## src/verilog/mcuict_pkg.sv

```systemverilog
// package for the instruction length and cycle decoder
// assumes one system clock; opcodes follow the standard 8051 map
// Summary of operation
// - add_with_carry from bank_register: one byte, one cycle
// - add forms with direct operand: two bytes, two cycles
// - arithmetic on indirect RAM: one byte, two cycles
// - arithmetic with immediate constant: two bytes, two cycles
// - subtract_with_borrow from bank_register: one byte, one cycle
// - inc or dec of direct byte: two bytes, two cycles
// - inc or dec of indirect RAM: one byte, two cycles
// - data_pointer16 increment carries low into high: one byte, one cycle
// - logic op immediate into direct byte: three bytes, three cycles
// - logic op accumulator into direct byte: two bytes, two cycles
// - rotates and accumulator complement: one byte, one cycle
// - move direct to direct: three bytes, three cycles
// - load data_pointer16 immediate: three bytes, three cycles
// - code_memory_read forms: one byte, three cycles
// - external_data_move with 8-bit pointer address: one byte, three cycles
// - external_data_move with data_pointer16 address: one byte, three cycles
// - push and pop of direct byte: two bytes, two cycles
// - store accumulator to indirect RAM: one byte, two cycles
// - exchange accumulator with bank_register: one byte, one cycle
// - low_nibble_exchange swaps bits 3:0 only: one byte, two cycles
// - bit clear/set/complement: two bytes two cycles; carry only one/one
// - cycles generally equal program bytes; no machine-cycle split
// - stack_pointer increments before push write; resets to 0x07
package mcuict_pkg;
  localparam logic [7:0] STK_RESET  = 8'h07;
  localparam logic [7:0] STK_STEP   = 8'h01;
  localparam logic [7:0] OP_PUSH    = 8'hc0;
  localparam logic [7:0] OP_POP     = 8'hd0;
  localparam logic [7:0] OP_INC_DP  = 8'ha3;
  localparam logic [7:0] OP_MOV_DP  = 8'h90;
  localparam logic [7:0] OP_MOVD_D  = 8'h85;
  localparam logic [7:0] OP_CRD_DP  = 8'h93;
  localparam logic [7:0] OP_CRD_PC  = 8'h83;
  localparam logic [7:0] OP_XRD_DP  = 8'he0;
  localparam logic [7:0] OP_XWR_DP  = 8'hf0;
  localparam logic [7:0] OP_CPL_A   = 8'hf4;
  localparam logic [7:0] OP_NOP     = 8'h00;
  localparam logic [1:0] LEN1       = 2'h1;
  localparam logic [1:0] LEN2       = 2'h2;
  localparam logic [1:0] LEN3       = 2'h3;
  localparam logic [3:0] CYC1       = 4'h1;
  localparam logic [3:0] CYC2       = 4'h2;
  localparam logic [3:0] CYC3       = 4'h3;
  localparam logic [3:0] CYC_MUL    = 4'h4;
  localparam logic [3:0] CYC_DIV    = 4'h8;
  typedef enum logic [1:0] {MCUICT_IDLE, MCUICT_BUSY} mcuict_state_t;
endpackage

```

## src/verilog/mcuict_table.sv

```systemverilog
// combinational length and cycle table for one opcode
// assumes opcode encodings of the standard 8051 set
`timescale 1ns/100ps
`default_nettype none
module mcuict_table (
  // opcode in
  input  wire logic [7:0] opcode,
  // decoded timing
  output logic [1:0]      len_bytes,
  output logic [3:0]      num_cycles,
  output logic            known
);
  wire [3:0] lo = opcode[3:0];
  wire [3:0] hi = opcode[7:4];
  wire       is_bank = opcode[3];
  wire       is_ind  = (lo[3:1] == 3'h3);
  wire       is_dir  = (lo == 4'h5);
  wire       is_imm  = (lo == 4'h4);
  wire       alu_row = (hi >= 4'h2 && hi <= 4'h6) || hi == 4'h9;
  always_comb begin
    len_bytes  = mcuict_pkg::LEN1;
    num_cycles = mcuict_pkg::CYC1;
    known      = 1'b1;
    if (alu_row && is_bank) begin
      len_bytes = mcuict_pkg::LEN1;
    end else if (alu_row && is_ind) begin
      num_cycles = mcuict_pkg::CYC2;
    end else if (alu_row && (is_dir || is_imm)) begin
      len_bytes  = mcuict_pkg::LEN2;
      num_cycles = mcuict_pkg::CYC2;
    end else if ((hi == 4'h4 || hi == 4'h5 || hi == 4'h6) && lo == 4'h2) begin
      len_bytes  = mcuict_pkg::LEN2;
      num_cycles = mcuict_pkg::CYC2;
    end else if ((hi == 4'h4 || hi == 4'h5 || hi == 4'h6) && lo == 4'h3) begin
      len_bytes  = mcuict_pkg::LEN3;
      num_cycles = mcuict_pkg::CYC3;
    end else if ((hi == 4'h0 || hi == 4'h1) && is_dir) begin
      len_bytes  = mcuict_pkg::LEN2;
      num_cycles = mcuict_pkg::CYC2;
    end else if ((hi == 4'h0 || hi == 4'h1) && is_ind) begin
      num_cycles = mcuict_pkg::CYC2;
    end else if ((hi == 4'h0 || hi == 4'h1) && (is_bank || is_imm)) begin
      num_cycles = mcuict_pkg::CYC1;
    end else if (opcode == mcuict_pkg::OP_INC_DP) begin
      num_cycles = mcuict_pkg::CYC1;
    end else if (opcode == mcuict_pkg::OP_MOV_DP
                 || opcode == mcuict_pkg::OP_MOVD_D
                 || opcode == 8'h75) begin
      len_bytes  = mcuict_pkg::LEN3;
      num_cycles = mcuict_pkg::CYC3;
    end else if (opcode == 8'h74) begin
      // immediate to accumulator: opcode plus constant
      len_bytes  = mcuict_pkg::LEN2;
      num_cycles = mcuict_pkg::CYC2;
    end else if (opcode == mcuict_pkg::OP_CRD_DP
                 || opcode == mcuict_pkg::OP_CRD_PC) begin
      num_cycles = mcuict_pkg::CYC3;
    end else if ((hi == 4'he || hi == 4'hf) && lo[3:2] == 2'h0
                 && lo[1:0] != 2'h1) begin
      num_cycles = mcuict_pkg::CYC3;
    end else if (opcode == mcuict_pkg::OP_PUSH
                 || opcode == mcuict_pkg::OP_POP) begin
      len_bytes  = mcuict_pkg::LEN2;
      num_cycles = mcuict_pkg::CYC2;
    end else if ((hi == 4'hf || hi == 4'hc || hi == 4'h7 || hi == 4'ha
                  || hi == 4'he || hi == 4'h8) && is_bank) begin
      len_bytes  = (hi == 4'h7 || hi == 4'ha || hi == 4'h8)
                   ? mcuict_pkg::LEN2 : mcuict_pkg::LEN1;
      num_cycles = (hi == 4'h7 || hi == 4'ha || hi == 4'h8)
                   ? mcuict_pkg::CYC2 : mcuict_pkg::CYC1;
    end else if ((hi == 4'hf || hi == 4'hc || hi == 4'hd || hi == 4'he)
                 && is_ind) begin
      num_cycles = mcuict_pkg::CYC2;
    end else if ((hi == 4'h7 || hi == 4'h8 || hi == 4'ha) && is_ind) begin
      len_bytes  = mcuict_pkg::LEN2;
      num_cycles = mcuict_pkg::CYC2;
    end else if ((hi >= 4'hb) && lo == 4'h2) begin
      len_bytes  = mcuict_pkg::LEN2;
      num_cycles = mcuict_pkg::CYC2;
    end else if ((hi >= 4'hb) && lo == 4'h3) begin
      num_cycles = mcuict_pkg::CYC1;
    end else if ((hi == 4'hc || hi == 4'he || hi == 4'hf) && is_dir) begin
      len_bytes  = mcuict_pkg::LEN2;
      num_cycles = mcuict_pkg::CYC2;
    end else if (hi == 4'h8 && is_dir) begin
      len_bytes  = mcuict_pkg::LEN3;
      num_cycles = mcuict_pkg::CYC3;
    end else if (opcode == 8'ha4) begin
      num_cycles = mcuict_pkg::CYC_MUL;
    end else if (opcode == 8'h84) begin
      num_cycles = mcuict_pkg::CYC_DIV;
    end else if ((lo == 4'h3 || lo == 4'h4)
                 && opcode != 8'h73 && opcode != 8'hb4) begin
      // indirect jump and compare-jump in these columns are branches
      num_cycles = mcuict_pkg::CYC1;
    end else if (opcode == mcuict_pkg::OP_NOP || opcode == 8'ha5) begin
      num_cycles = mcuict_pkg::CYC1;
    end else begin
      known = 1'b0;
    end
  end
endmodule
`default_nettype wire

```

## src/verilog/mcuict_ptrs.sv

```systemverilog
// stack pointer and data pointer update unit
// assumes one-cycle update strobes from the sequencer
`timescale 1ns/100ps
`default_nettype none
module mcuict_ptrs (
  // clock and reset
  input  wire logic        clk,
  input  wire logic        rst,
  // update strobes
  input  wire logic        push_go,
  input  wire logic        pop_go,
  input  wire logic        dp_inc,
  input  wire logic        dp_load,
  input  wire logic [15:0] dp_value,
  // pointer state
  output logic [7:0]       stack_pointer_ff,
  output logic [15:0]      data_pointer16_ff
);
  wire [7:0] nxt_stack = push_go ? stack_pointer_ff + mcuict_pkg::STK_STEP
                       : pop_go  ? stack_pointer_ff - mcuict_pkg::STK_STEP
                       : stack_pointer_ff;
  wire [15:0] nxt_dp = dp_load ? dp_value
                     : dp_inc  ? data_pointer16_ff + 16'h0001
                     : data_pointer16_ff;
  always_ff @(posedge clk) begin
    if (rst) begin
      stack_pointer_ff  <= mcuict_pkg::STK_RESET;
      data_pointer16_ff <= 16'h0000;
    end else begin
      stack_pointer_ff  <= nxt_stack;
      data_pointer16_ff <= nxt_dp;
    end
  end
endmodule
`default_nettype wire

```

## src/verilog/mcuict_top.sv

```systemverilog
// instruction timing sequencer: takes an opcode, holds it for its cycles
// assumes issue only while ready is high; one system clock
`timescale 1ns/100ps
`default_nettype none
module mcuict_top (
  // clock and reset
  input  wire logic        clk,
  input  wire logic        rst,
  // instruction issue
  input  wire logic        issue_valid,
  input  wire logic [7:0]  issue_opcode,
  input  wire logic [15:0] issue_dp_value,
  // timing answer
  output logic             ready_ff,
  output logic             done_ff,
  output logic [1:0]       len_ff,
  output logic [3:0]       cycles_ff,
  output logic             illegal_ff,
  // pointers
  output logic [7:0]       stack_pointer,
  output logic [15:0]      data_pointer16
);
  mcuict_pkg::mcuict_state_t state_ff;
  mcuict_pkg::mcuict_state_t nxt_state;
  logic [3:0] count_ff;
  logic [3:0] nxt_count;
  logic [1:0] t_len;
  logic [3:0] t_cyc;
  logic       t_known;
  logic [7:0] stack_q;
  logic [15:0] dp_q;

  mcuict_table u_table (
    .opcode     (issue_opcode),
    .len_bytes  (t_len),
    .num_cycles (t_cyc),
    .known      (t_known)
  );

  wire take    = issue_valid && ready_ff;
  wire op_push = take && issue_opcode == mcuict_pkg::OP_PUSH;
  wire op_pop  = take && issue_opcode == mcuict_pkg::OP_POP;
  wire op_dinc = take && issue_opcode == mcuict_pkg::OP_INC_DP;
  wire op_dld  = take && issue_opcode == mcuict_pkg::OP_MOV_DP;
  wire last    = state_ff == mcuict_pkg::MCUICT_BUSY
                 && count_ff == mcuict_pkg::CYC1;

  mcuict_ptrs u_ptrs (
    .clk               (clk),
    .rst               (rst),
    .push_go           (op_push),
    .pop_go            (op_pop),
    .dp_inc            (op_dinc),
    .dp_load           (op_dld),
    .dp_value          (issue_dp_value),
    .stack_pointer_ff  (stack_q),
    .data_pointer16_ff (dp_q)
  );

  always_comb begin
    nxt_state = state_ff;
    nxt_count = count_ff;
    unique case (state_ff)
      mcuict_pkg::MCUICT_IDLE: begin
        if (take) begin
          nxt_state = mcuict_pkg::MCUICT_BUSY;
          nxt_count = t_cyc;
        end
      end
      mcuict_pkg::MCUICT_BUSY: begin
        if (count_ff == mcuict_pkg::CYC1) begin
          nxt_state = mcuict_pkg::MCUICT_IDLE;
        end else begin
          nxt_count = count_ff - 4'h1;
        end
      end
    endcase
  end

  always_ff @(posedge clk) begin
    if (rst) begin
      state_ff   <= mcuict_pkg::MCUICT_IDLE;
      count_ff   <= 4'h0;
      ready_ff   <= 1'b1;
      done_ff    <= 1'b0;
      len_ff     <= 2'h0;
      cycles_ff  <= 4'h0;
      illegal_ff <= 1'b0;
    end else begin
      state_ff <= nxt_state;
      count_ff <= nxt_count;
      ready_ff <= (nxt_state == mcuict_pkg::MCUICT_IDLE);
      done_ff  <= last;
      if (take) begin
        len_ff     <= t_len;
        cycles_ff  <= t_cyc;
        illegal_ff <= !t_known;
      end
    end
  end

  assign stack_pointer  = stack_q;
  assign data_pointer16 = dp_q;
endmodule
`default_nettype wire

```

## config.mk

```make
export PLATFORM = sky130hd
export DESIGN_NAME = mcuict_top
export DESIGN_NICKNAME = d
export VERILOG_FILES = /design/src/verilog/mcuict_pkg.sv /design/src/verilog/mcuict_table.sv /design/src/verilog/mcuict_ptrs.sv /design/src/verilog/mcuict_top.sv
export SDC_FILE = /design/constraint.sdc
export NUM_CORES = 1
export LEC_CHECK = 0
export ABC_AREA = 0
export BUFFER_PORTS_ARGS = -buffer_cell sky130_fd_sc_hd__buf_2
export CORE_MARGIN = 4
export CORE_UTILIZATION = 40
export CTS_CLUSTER_DIAMETER = 60
export CTS_CLUSTER_SIZE = 12
export DETAILED_ROUTE_END_ITERATION = 7
export PLACE_DENSITY = 0.6
export SLEW_MARGIN = 15
export SYNTH_ARGS = -nofsm -noshare
export SYNTH_HDL_FRONTEND = slang
export SYNTH_SLANG_ARGS = --single-unit
```

## constraint.sdc

```tcl
create_clock -name clk -period 5.01 [get_ports clk]
set_input_delay 0.7515 -clock clk [delete_from_list [all_inputs] [get_ports clk]]
set_output_delay 0.7515 -clock clk [all_outputs]
set_load 0.02 [all_outputs]
```

* After elaboration in Yosys (flattened, before gate mapping)
Cells that the tools add are included.
Widths: inputs -> output; s select.
** Storage, ports and cells
- Word-level logic and storage cells :: 194
- Register bits after elaboration :: 39
- Input port bits :: 27
** Cells by class
- Equal/unequal tests :: 36
- $add $sub $neg :: 4
- Reduce and logical (&&, ||, !) cells :: 61
- $lt $le $gt $ge :: 3
- Muxes and demuxes :: 81
** Operator list (count)
- $mux 4 :: 25
- $eq 8x8->1 const B :: 10
- $mux 2 :: 25
- $mux 16 :: 2
- $eq 4x4->1 const B :: 7
- $logic_and 1x1->1 :: 26
- $logic_or 1x1->1 :: 26
- $mux 1 :: 25
- $eq 4x3->1 const B :: 6
- $add 16x1->16 const B :: 1
- $eq 8x7->1 const B :: 2
- $mux 8 :: 2
- $add 8x1->8 const B :: 1
- $eq 4x1->1 const B :: 2
- $eq 4x2->1 const B :: 2
- $logic_not 8->1 :: 1
- $ne 8x7->1 const B :: 1
- $ne 8x8->1 const B :: 1
- $pmux 4 s2 :: 1
- $sub 8x1->8 const B :: 1
- $logic_not 2->1 :: 3
- $ge 4x2->1 const B :: 1
- $ge 4x4->1 const B :: 1
- $le 4x3->1 const B :: 1
- 10 further kinds :: 12

* Longest topological paths before layout
Gate-level depths: netlist of the first run.
- Depth after elaboration :: 29
- Mapped depth :: 10

* Hierarchy
A second synthesis of the first run with hierarchy kept.
** Second synthesis, totals
- Cell total of the unflattened synthesis :: 362
- Area total of the unflattened synthesis :: 2915.3 um^2
** Modules (own cells, without submodules)
- mcuict_ptrs :: cells an instance 173, seq. area each 480.5 um^2, area each 1502.7 um^2, instances 1
- mcuict_top :: cells an instance 83, seq. area each 300.3 um^2, area each 716.9 um^2, instances 1
- mcuict_table :: cells an instance 106, seq. area each 0.0 um^2, area each 695.7 um^2, instances 1

* Worst setup path after synthesis of the first run
OpenSTA, ideal clock, no wires.
- Path type :: input port to flip-flop
- Start point :: in issue_opcode[5]
- End point :: reg u_ptrs.stack_pointer_ff[7]
- Arrival time :: 2914 ps
- Library setup time :: 121 ps
- Path slack :: 1975 ps
- Stages on the path :: 10
- Required time :: 4889 ps
- Cell sequence :: buf_4 nor3_2 and3_1 nand3_1 ha_1 a21oi_1 o2111ai_1 o211ai_1 mux2i_1 mux2_2
** Between the ends
- Cells in the longest elaborated chain, start to end :: 3
** Ends and longest elaborated chain
- from (decl) :: RTL line mcuict_top.sv:11 : input wire logic [7:0] issue_opcode,
- $eq 8x8->1 (on tied branches) :: RTL line mcuict_top.sv:41, mcuict_top.sv:42
- $logic_and 1x1->1 (on tied branches) :: RTL line mcuict_top.sv:41, mcuict_top.sv:42
- $mux 8 / $reduce_bool 2->1 (equally long branches)
- to (signal assigned) :: RTL line mcuict_ptrs.sv:27 : stack_pointer_ff <= mcuict_pkg::STK_RESET;
- to (signal assigned) :: RTL line mcuict_ptrs.sv:30 : stack_pointer_ff <= nxt_stack;
- to (decl) :: RTL line mcuict_ptrs.sv:16 : output logic [7:0] stack_pointer_ff,
Several ways; a longest one is shown, not always the timed one.
A chain may end at the register's enable or synchronous reset.

* Worst setup path in the final report of the first run
Same ends and word-level chain as after synthesis.

==> impl_results.md, run 1 <==
* Status: complete, no violations
* First-pass GRT wire length at between 10000 and 15000 µm
* Max Clock Freq at around 330 MHz
* Data required, critical path at approximately 5200 ps
* Startpoint Class: primary input
* Hold-fix buffers at CTS at 0
* Number of antenna diodes at 0
* PD cells at slightly above 200 nW/µm²
* Share of post-route cells with drive strength above 1 at a little under a quarter
* Routed WL at between 7000 and 8000 µm
* Number of remaining DRC errors at 0
* Internal power at 0.468 mW
* Library cells used by synthesis at 66
* Antenna Nets Post-Route at 0
* Pin count of the biggest net entering global routing at 42
* Area growth, synth to finish at 13.3%
* Clock skew at 5.57 ps
* Most frequent cells in the layout: 59 x buf_2, 41 x nor2_1, 39 x dfxtp_1
* Number of top-level pins at 60
* RSZ-0062 raised after global routing: no
* Max FO, Critical Path at 18
* Total chip power at 0.668 mW
* Top delay family on crit path: simple AND/OR/NAND/NOR gates
* Final period utilization at approximately three fifths
* Setup Buffers After CTS at 0
* # fillers at 690
* Vias at 2734
* Root Buffer: clkbuf_8
* TNS Setup at 0 ps
* Tot GR Track Use at between 10% and 20%
* Combinational power share at 19.6%
* CP max stage delay at approximately 360 ps
* Static Leak at about 1.3 nW
* CTS H-Tree Depth at 2
* Psw at ~0.20 mW
* Clock group share of total power at 31.2%
* Clock Sinks at 39
* Syn Inst Count at around 350
* Worst path slowest cell: ha_1
* Post-CTS resize count at 0
* Net count after synthesis at 390
* Clk pin slew, worst setup/hold paths at around 80 ps
* # rows at 30
* CP cell instances: buf_2 > nor3_2 > and3_1 > nand3_1 > ha_1 > a21oi_1 > o2111ai_1 > o211ai_1 > mux2i_1 > mux2_2
* Worst path buffer plus inverter count at 1
* Slew Viols, Final at 0
* Die Height at between 90 and 100 µm
* Sequential Power Share at 49.1%
* Max-slew headroom at between 40% and 50%
* WL/cell at 15.2 µm
* Final setup vio count at 0
* Starting density of the core at roughly 42%
* PortBufs at between 50 and 60
* Maxcap violations at 0
* Synth Register Bits at 39
* Die area at roughly 9000 µm²
* Synthesized area at ~2900 µm²
* Worst-Skew Late Latency at about 280 ps
* Async set or reset register ratio after synthesis at 0%
* Ys Warns at 0
* CP arrival at roughly 3200 ps
* Congestion Overflow GR at 0
* Hold Fails Final Rpt at 0
* Sw frac at a little under a third
* Iter 0 DRT Violations at between 100 and 150
* Primary FF master, synth: dfxtp_1
* Peak VDD IR at around 0.083 mV
* 1st-pass router iterations at 4
* Nets@finish at 433
* Mean area per synthesized cell at between 8 and 9 µm²
* Via density at 5.55
* Tmin final at slightly above 3000 ps
* Cts bufs inserted at 5
* CP Capture Type: flop
* Critical path class: primary input to flop
* Initial antenna violation count at 0
* Die X-Extent at ~94 µm
* EDFF count, synth at 0
* Longest Clk Path Bufs at 2
* Vias in the first global route at 2539
* Actual slew at the worst max-slew pin at around 820 ps
* Hold WC Path Type: flop to flop
* Sequential area share after synthesis at between 20% and 30%
* Dpl hpwl at approximately 5500 µm
* TritonCTS clock tree: done
* Core box area at just under 7000 µm²
* Routability congestion estimate at 0.924
* Commonest non-fill, non-tap cell in the layout: buf_2
[sequential cells by signal, summed over array words and instances (netlist names)]
signal	flops
len_ff	2
done_ff	1
cycles_ff	4
ready_ff	1
count_ff	4
state_ff	2
u_ptrs.stack_pointer_ff	8
illegal_ff	1
u_ptrs.data_pointer16_ff	16
[power groups by stage]
stage                     Clock [mW]  Combinational (mW)  Sequential, mW
after global placement             0               0.130           0.335
after global routing           0.230               0.145           0.330
final                          0.209               0.131           0.328
after CTS                      0.216               0.130           0.328
after floorplan                    0              0.0890           0.340
after detailed placement           0               0.130           0.335
[logic make-up (layout without fill, tap and decap cells)]
family                     after synthesis  in the layout  share of synthesized area [%]
AOI/OAI and AO/OA                       84             84                           21.9
xor gates and xnor gates                21             21                           6.29
adders and majority gates               10             10                           4.53
buffers and inverters                   40             84                           6.16
DFF                                     39             39                           26.7
muxes                                    8              8                           2.78
and+or+nand+nor                        151            151                           31.7
[final cells by class]
class,count,area [µm²],area share [%]
Inverter,16,60.1,1.81
Sequential cell,39,781,23.6
Clock buffer,6,72.6,2.19
Clock inverter,2,12.5,0.378
Multi-Input combinational cell,274,1960,59.3
Timing Repair Buffer,60,303,9.14
Tap cell,96,120,3.63
[per-layer routing]
layer  vias to the layer above  part of all wire (%)  wire length [µm]  global-route usage [%]
li1                       1387                     -                 -                       -
met1                      1280                    48              3610                    23.7
met2                        61                    47              3490                    26.7
met3                         6                   3.9               295                    2.74
met4                         0                   1.3                95                    4.76
met5                         -                     0                 0                       0
[cell usage after synthesis (4+ instances only)]
library cell,count,share of area [%]
a211oi_1,9,2.3
nor3_2,9,3.1
a21o_1,6,1.5
nor3_1,4,0.68
nand4_1,9,1.9
o211ai_1,7,1.8
a211oi_2,6,2.6
nor2_1,41,5.3
clkbuf_1,9,1.2
nand3_1,13,2.2
a21oi_1,16,2.7
nand2b_1,8,1.7
xnor2_1,13,3.9
inv_1,16,2.1
buf_2,9,1.5
nor4_1,4,0.86
a31oi_1,5,1.1
nor2b_1,4,0.86
dfxtp_1,39,27
nor3b_1,5,1.3
ha_1,9,3.8
xor2_1,8,2.4
o21ai_0,4,0.68
nand2_1,16,2.1
mux2i_1,7,2.4
and2_1,7,1.5
[worst reg2reg max path: cells and delay by family, from the launching register on]
family,cells,cell delay [ps]
simple gates,3,630
fa+ha+maj,1,370
mux,2,570
flops,1,360
buf+inv,1,210
compound gates,3,510
[final timing paths]
path | startpoint | to | slack (ps) | depth (start not counted)
setup / recovery | issue_opcode[5] | u_ptrs.stack_pointer_ff[7] | 1950 | 10
hold / removal | illegal_ff | illegal_ff | 470 | 1
setup reg to reg | ready_ff | u_ptrs.stack_pointer_ff[7] | 2250 | 10
hold reg to reg | illegal_ff | illegal_ff | 470 | 1
[stage by stage]
stage / hold WS, ps / area [µm²] / worst slack [ps] / utilization (%) / cells
2_1_floorplan: 483 / 2930 / 1980 / - / 353
3_3_place_gp: 447 / 3230 / 1740 / 46.5 / 485
3_5_place_dp: 457 / 3230 / 1650 / 46.5 / 485
4_1_cts: 476 / 3310 / 1960 / 47.7 / 493
5_1_grt: 503 / 3310 / 1690 / 47.7 / 493
6_report: 470 / 3310 / 1950 / 47.7 / 493
Note: power is estimated with default switching activity, not from simulation.
==> run 2, diff against run 1 <==
==> constraint.sdc (replaced) <==
create_clock -name clk -period 3.1 [get_ports clk]
set_input_delay 0.465 -clock clk [delete_from_list [all_inputs] [get_ports clk]]
set_output_delay 0.465 -clock clk [all_outputs]
set_load 0.02 [all_outputs]
==> impl_results.md, run 2 (same netlist as run 1, synthesis figures left out) <==
* Status: complete, no violations
* Max Clock Freq at roughly 380 MHz
* Maxcap violations at 0 (unchanged)
* Pin count of the biggest net entering global routing at 25 (-40%)
* Met3 Track Usage GR at 2.98% (+0.24 points)
* Internal power at 0.764 mW (+63%)
* TritonCTS clock tree: done
* Number of remaining DRC errors at 0 (unchanged)
* Hold Fails Final Rpt at 0 (unchanged)
* Final setup vio count at 0 (unchanged)
* Peak VDD IR at 0.147 mV (+77%)
* Slew Viols, Final at 0 (unchanged)
* # rows at 30 (unchanged)
* Share of post-route cells with drive strength above 1 at 25.4% (+2.3 points)
* Clock group share of total power at 31.2% (about the same)
* Longest Clk Path Bufs at 2 (unchanged)
* Dpl hpwl at 5690 µm (+2.8%)
* Commonest non-fill, non-tap cell in the layout: buf_2
* PortBufs at 59 (unchanged)
* Tmin final at roughly 2700 ps
* Worst-Skew Late Latency at 290 ps (about the same)
* Post-CTS resize count at 0 (unchanged)
* Routability congestion estimate at 0.938 (+1.5%)
* Vias at 2763 (+1.1%)
* 1st-pass router iterations at 4 (unchanged)
* PD cells at 322 nW/µm² (+59%)
* Actual slew at the worst max-slew pin at 670 ps (-147 ps)
* Clk pin slew, worst setup/hold paths at 80 ps (about the same)
* Hold-fix buffers at CTS at 0 (unchanged)
* CP arrival at 2840 ps (-400 ps)
* M1 GR Usage at 26.1% (+2.4 points)
* Number of top-level pins at 60 (unchanged)
* Multi-input gate area at 1960 µm² (unchanged)
* Die Height at 93.5 µm (unchanged)
* Top delay family on crit path: simple AND/OR/NAND/NOR gates
* Sw frac at 30.2% (+0.15 points)
* CP cell instances: and2_1 > and3_1 > nand3_1 > ha_1 > a21oi_1 > o2111ai_1 > o211ai_1 > mux2i_1 > mux2_2
* Startpoint Class: flop
* Nets@finish at 445 (+2.8%)
* Vias in the first global route at 2588 (+1.9%)
* Max-slew headroom at 55.2% (+9.6 points)
* Psw at 0.330 mW (+65%)
* Tot GR Track Use at 18.1% (+1.2 points)
* Met2 GRT Util at 27.4% (+0.71 points)
* Combinational power share at 20.4% (+0.8 points)
* Worst path slowest cell: dfxtp_1
* Clock Sinks at 39 (unchanged)
* Static Leak at 1.39 nW (+4.3%)
* Largest registers: u_ptrs.data_pointer16_ff x16, u_ptrs.stack_pointer_ff x8
* Number of antenna diodes at 0 (unchanged)
* Area growth, synth to finish at 16.3%
* First-pass GRT wire length at 12900 µm (+6.2%)
* Core box area at 6940 µm² (unchanged)
* Hold WC Path Type: primary input to flop
* TNS Setup at 0 ps (unchanged)
* Setup Buffers After CTS at 0 (unchanged)
* RSZ-0062 raised after global routing: no
* CP max stage delay at 370 ps (about the same)
* Iter 0 DRT Violations at 180 (+40%)
* GR peak layer: met2
* Total chip power at 1.09 mW (+64%)
* Max FO, Critical Path at 7 (-11)
* Max FFs per register at 16 (unchanged)
* Data required, critical path at 3280 ps (-1900 ps)
* Most flop-heavy register: u_ptrs.data_pointer16_ff
* Root Buffer: clkbuf_8
* WL/cell at 15.1 µm (-0.89%)
* CP Capture Type: flop
* Routed WL at 7600 µm (+1.5%)
* Worst path buffer plus inverter count at 0 (-1)
* # fillers at 687 (-0.43%)
* Congestion Overflow GR at 0 (unchanged)
* Cts bufs inserted at 5 (unchanged)
* Die X-Extent at 93.5 µm (unchanged)
* Antenna Nets Post-Route at 0 (unchanged)
* Clock skew at 5.71 ps (+0.135 ps)
* Most frequent cells in the layout: 59 x buf_2, 41 x nor2_1, 39 x dfxtp_1
* Critical path class: flop to flop
* CTS H-Tree Depth at 2 (unchanged)
* Register area at 781 µm² (unchanged)
* Initial antenna violation count at 0 (unchanged)
* Die area at 8750 µm² (unchanged)
* Via density at 5.47 (-1.3%)
* Final period utilization at ~86%
* Starting density of the core at 42.1% (unchanged)
* Sequential Power Share at 48.4% (-0.7 points)
-- run 2: cell types whose count changed in the layout (fill, tap and decap cells not counted), sizes merged --
cell  change
buf      +12
-- run 2: through the flow --
| stage | instances | setup WS [ps] | util, % | instance area, µm² | hold WS [ps] |
|---|---|---|---|---|---|
| 4_1_cts | 505 | 419 | 49.0 | 3400 | 373 |
| 3_3_place_gp | 497 | 302 | 47.8 | 3320 | 448 |
| 6_report | 505 | 442 | 49.0 | 3400 | 384 |
| 3_5_place_dp | 497 | 233 | 47.8 | 3320 | 454 |
| 2_1_floorplan | 353 | 352 | - | 2930 | 483 |
| 5_1_grt | 505 | 211 | 49.0 | 3400 | 382 |
-- run 2: worst paths after layout --
check / depth (start not counted) / start / to / slack, ps
max reg2reg: 9 / ready_ff / u_ptrs.stack_pointer_ff[7] / 440
max: 9 / ready_ff / u_ptrs.stack_pointer_ff[7] / 440
min reg2reg: 1 / illegal_ff / illegal_ff / 470
min: 2 / issue_dp_value[15] / u_ptrs.data_pointer16_ff[15] / 380
-- run 2: power by group through the flow --
stage	sequential, mW	combinational [mW]	clock [mW]
CTS	0.530	0.223	0.354
detailed placement	0.542	0.222	0
global route	0.533	0.249	0.374
floorplan	0.550	0.144	0
finish	0.530	0.223	0.341
global placement	0.542	0.220	0
-- run 2: final cells by class --
| type | instances | area share [%] |
|---|---|---|
| sequential | 39 | 22.9 |
| clock inverter | 2 | 0.368 |
| inverter | 16 | 1.76 |
| multi-input combinational | 274 | 57.7 |
| clock buffer | 6 | 2.13 |
| timing repair buffer | 72 | 11.5 |
| tap | 96 | 3.53 |
-- run 2: per-layer routing --
metal | wire length, µm | share of wire (%)
met5 | 0 | 0
met4 | 104 | 1.4
met3 | 436 | 5.7
met2 | 3440 | 45
met1 | 3620 | 48
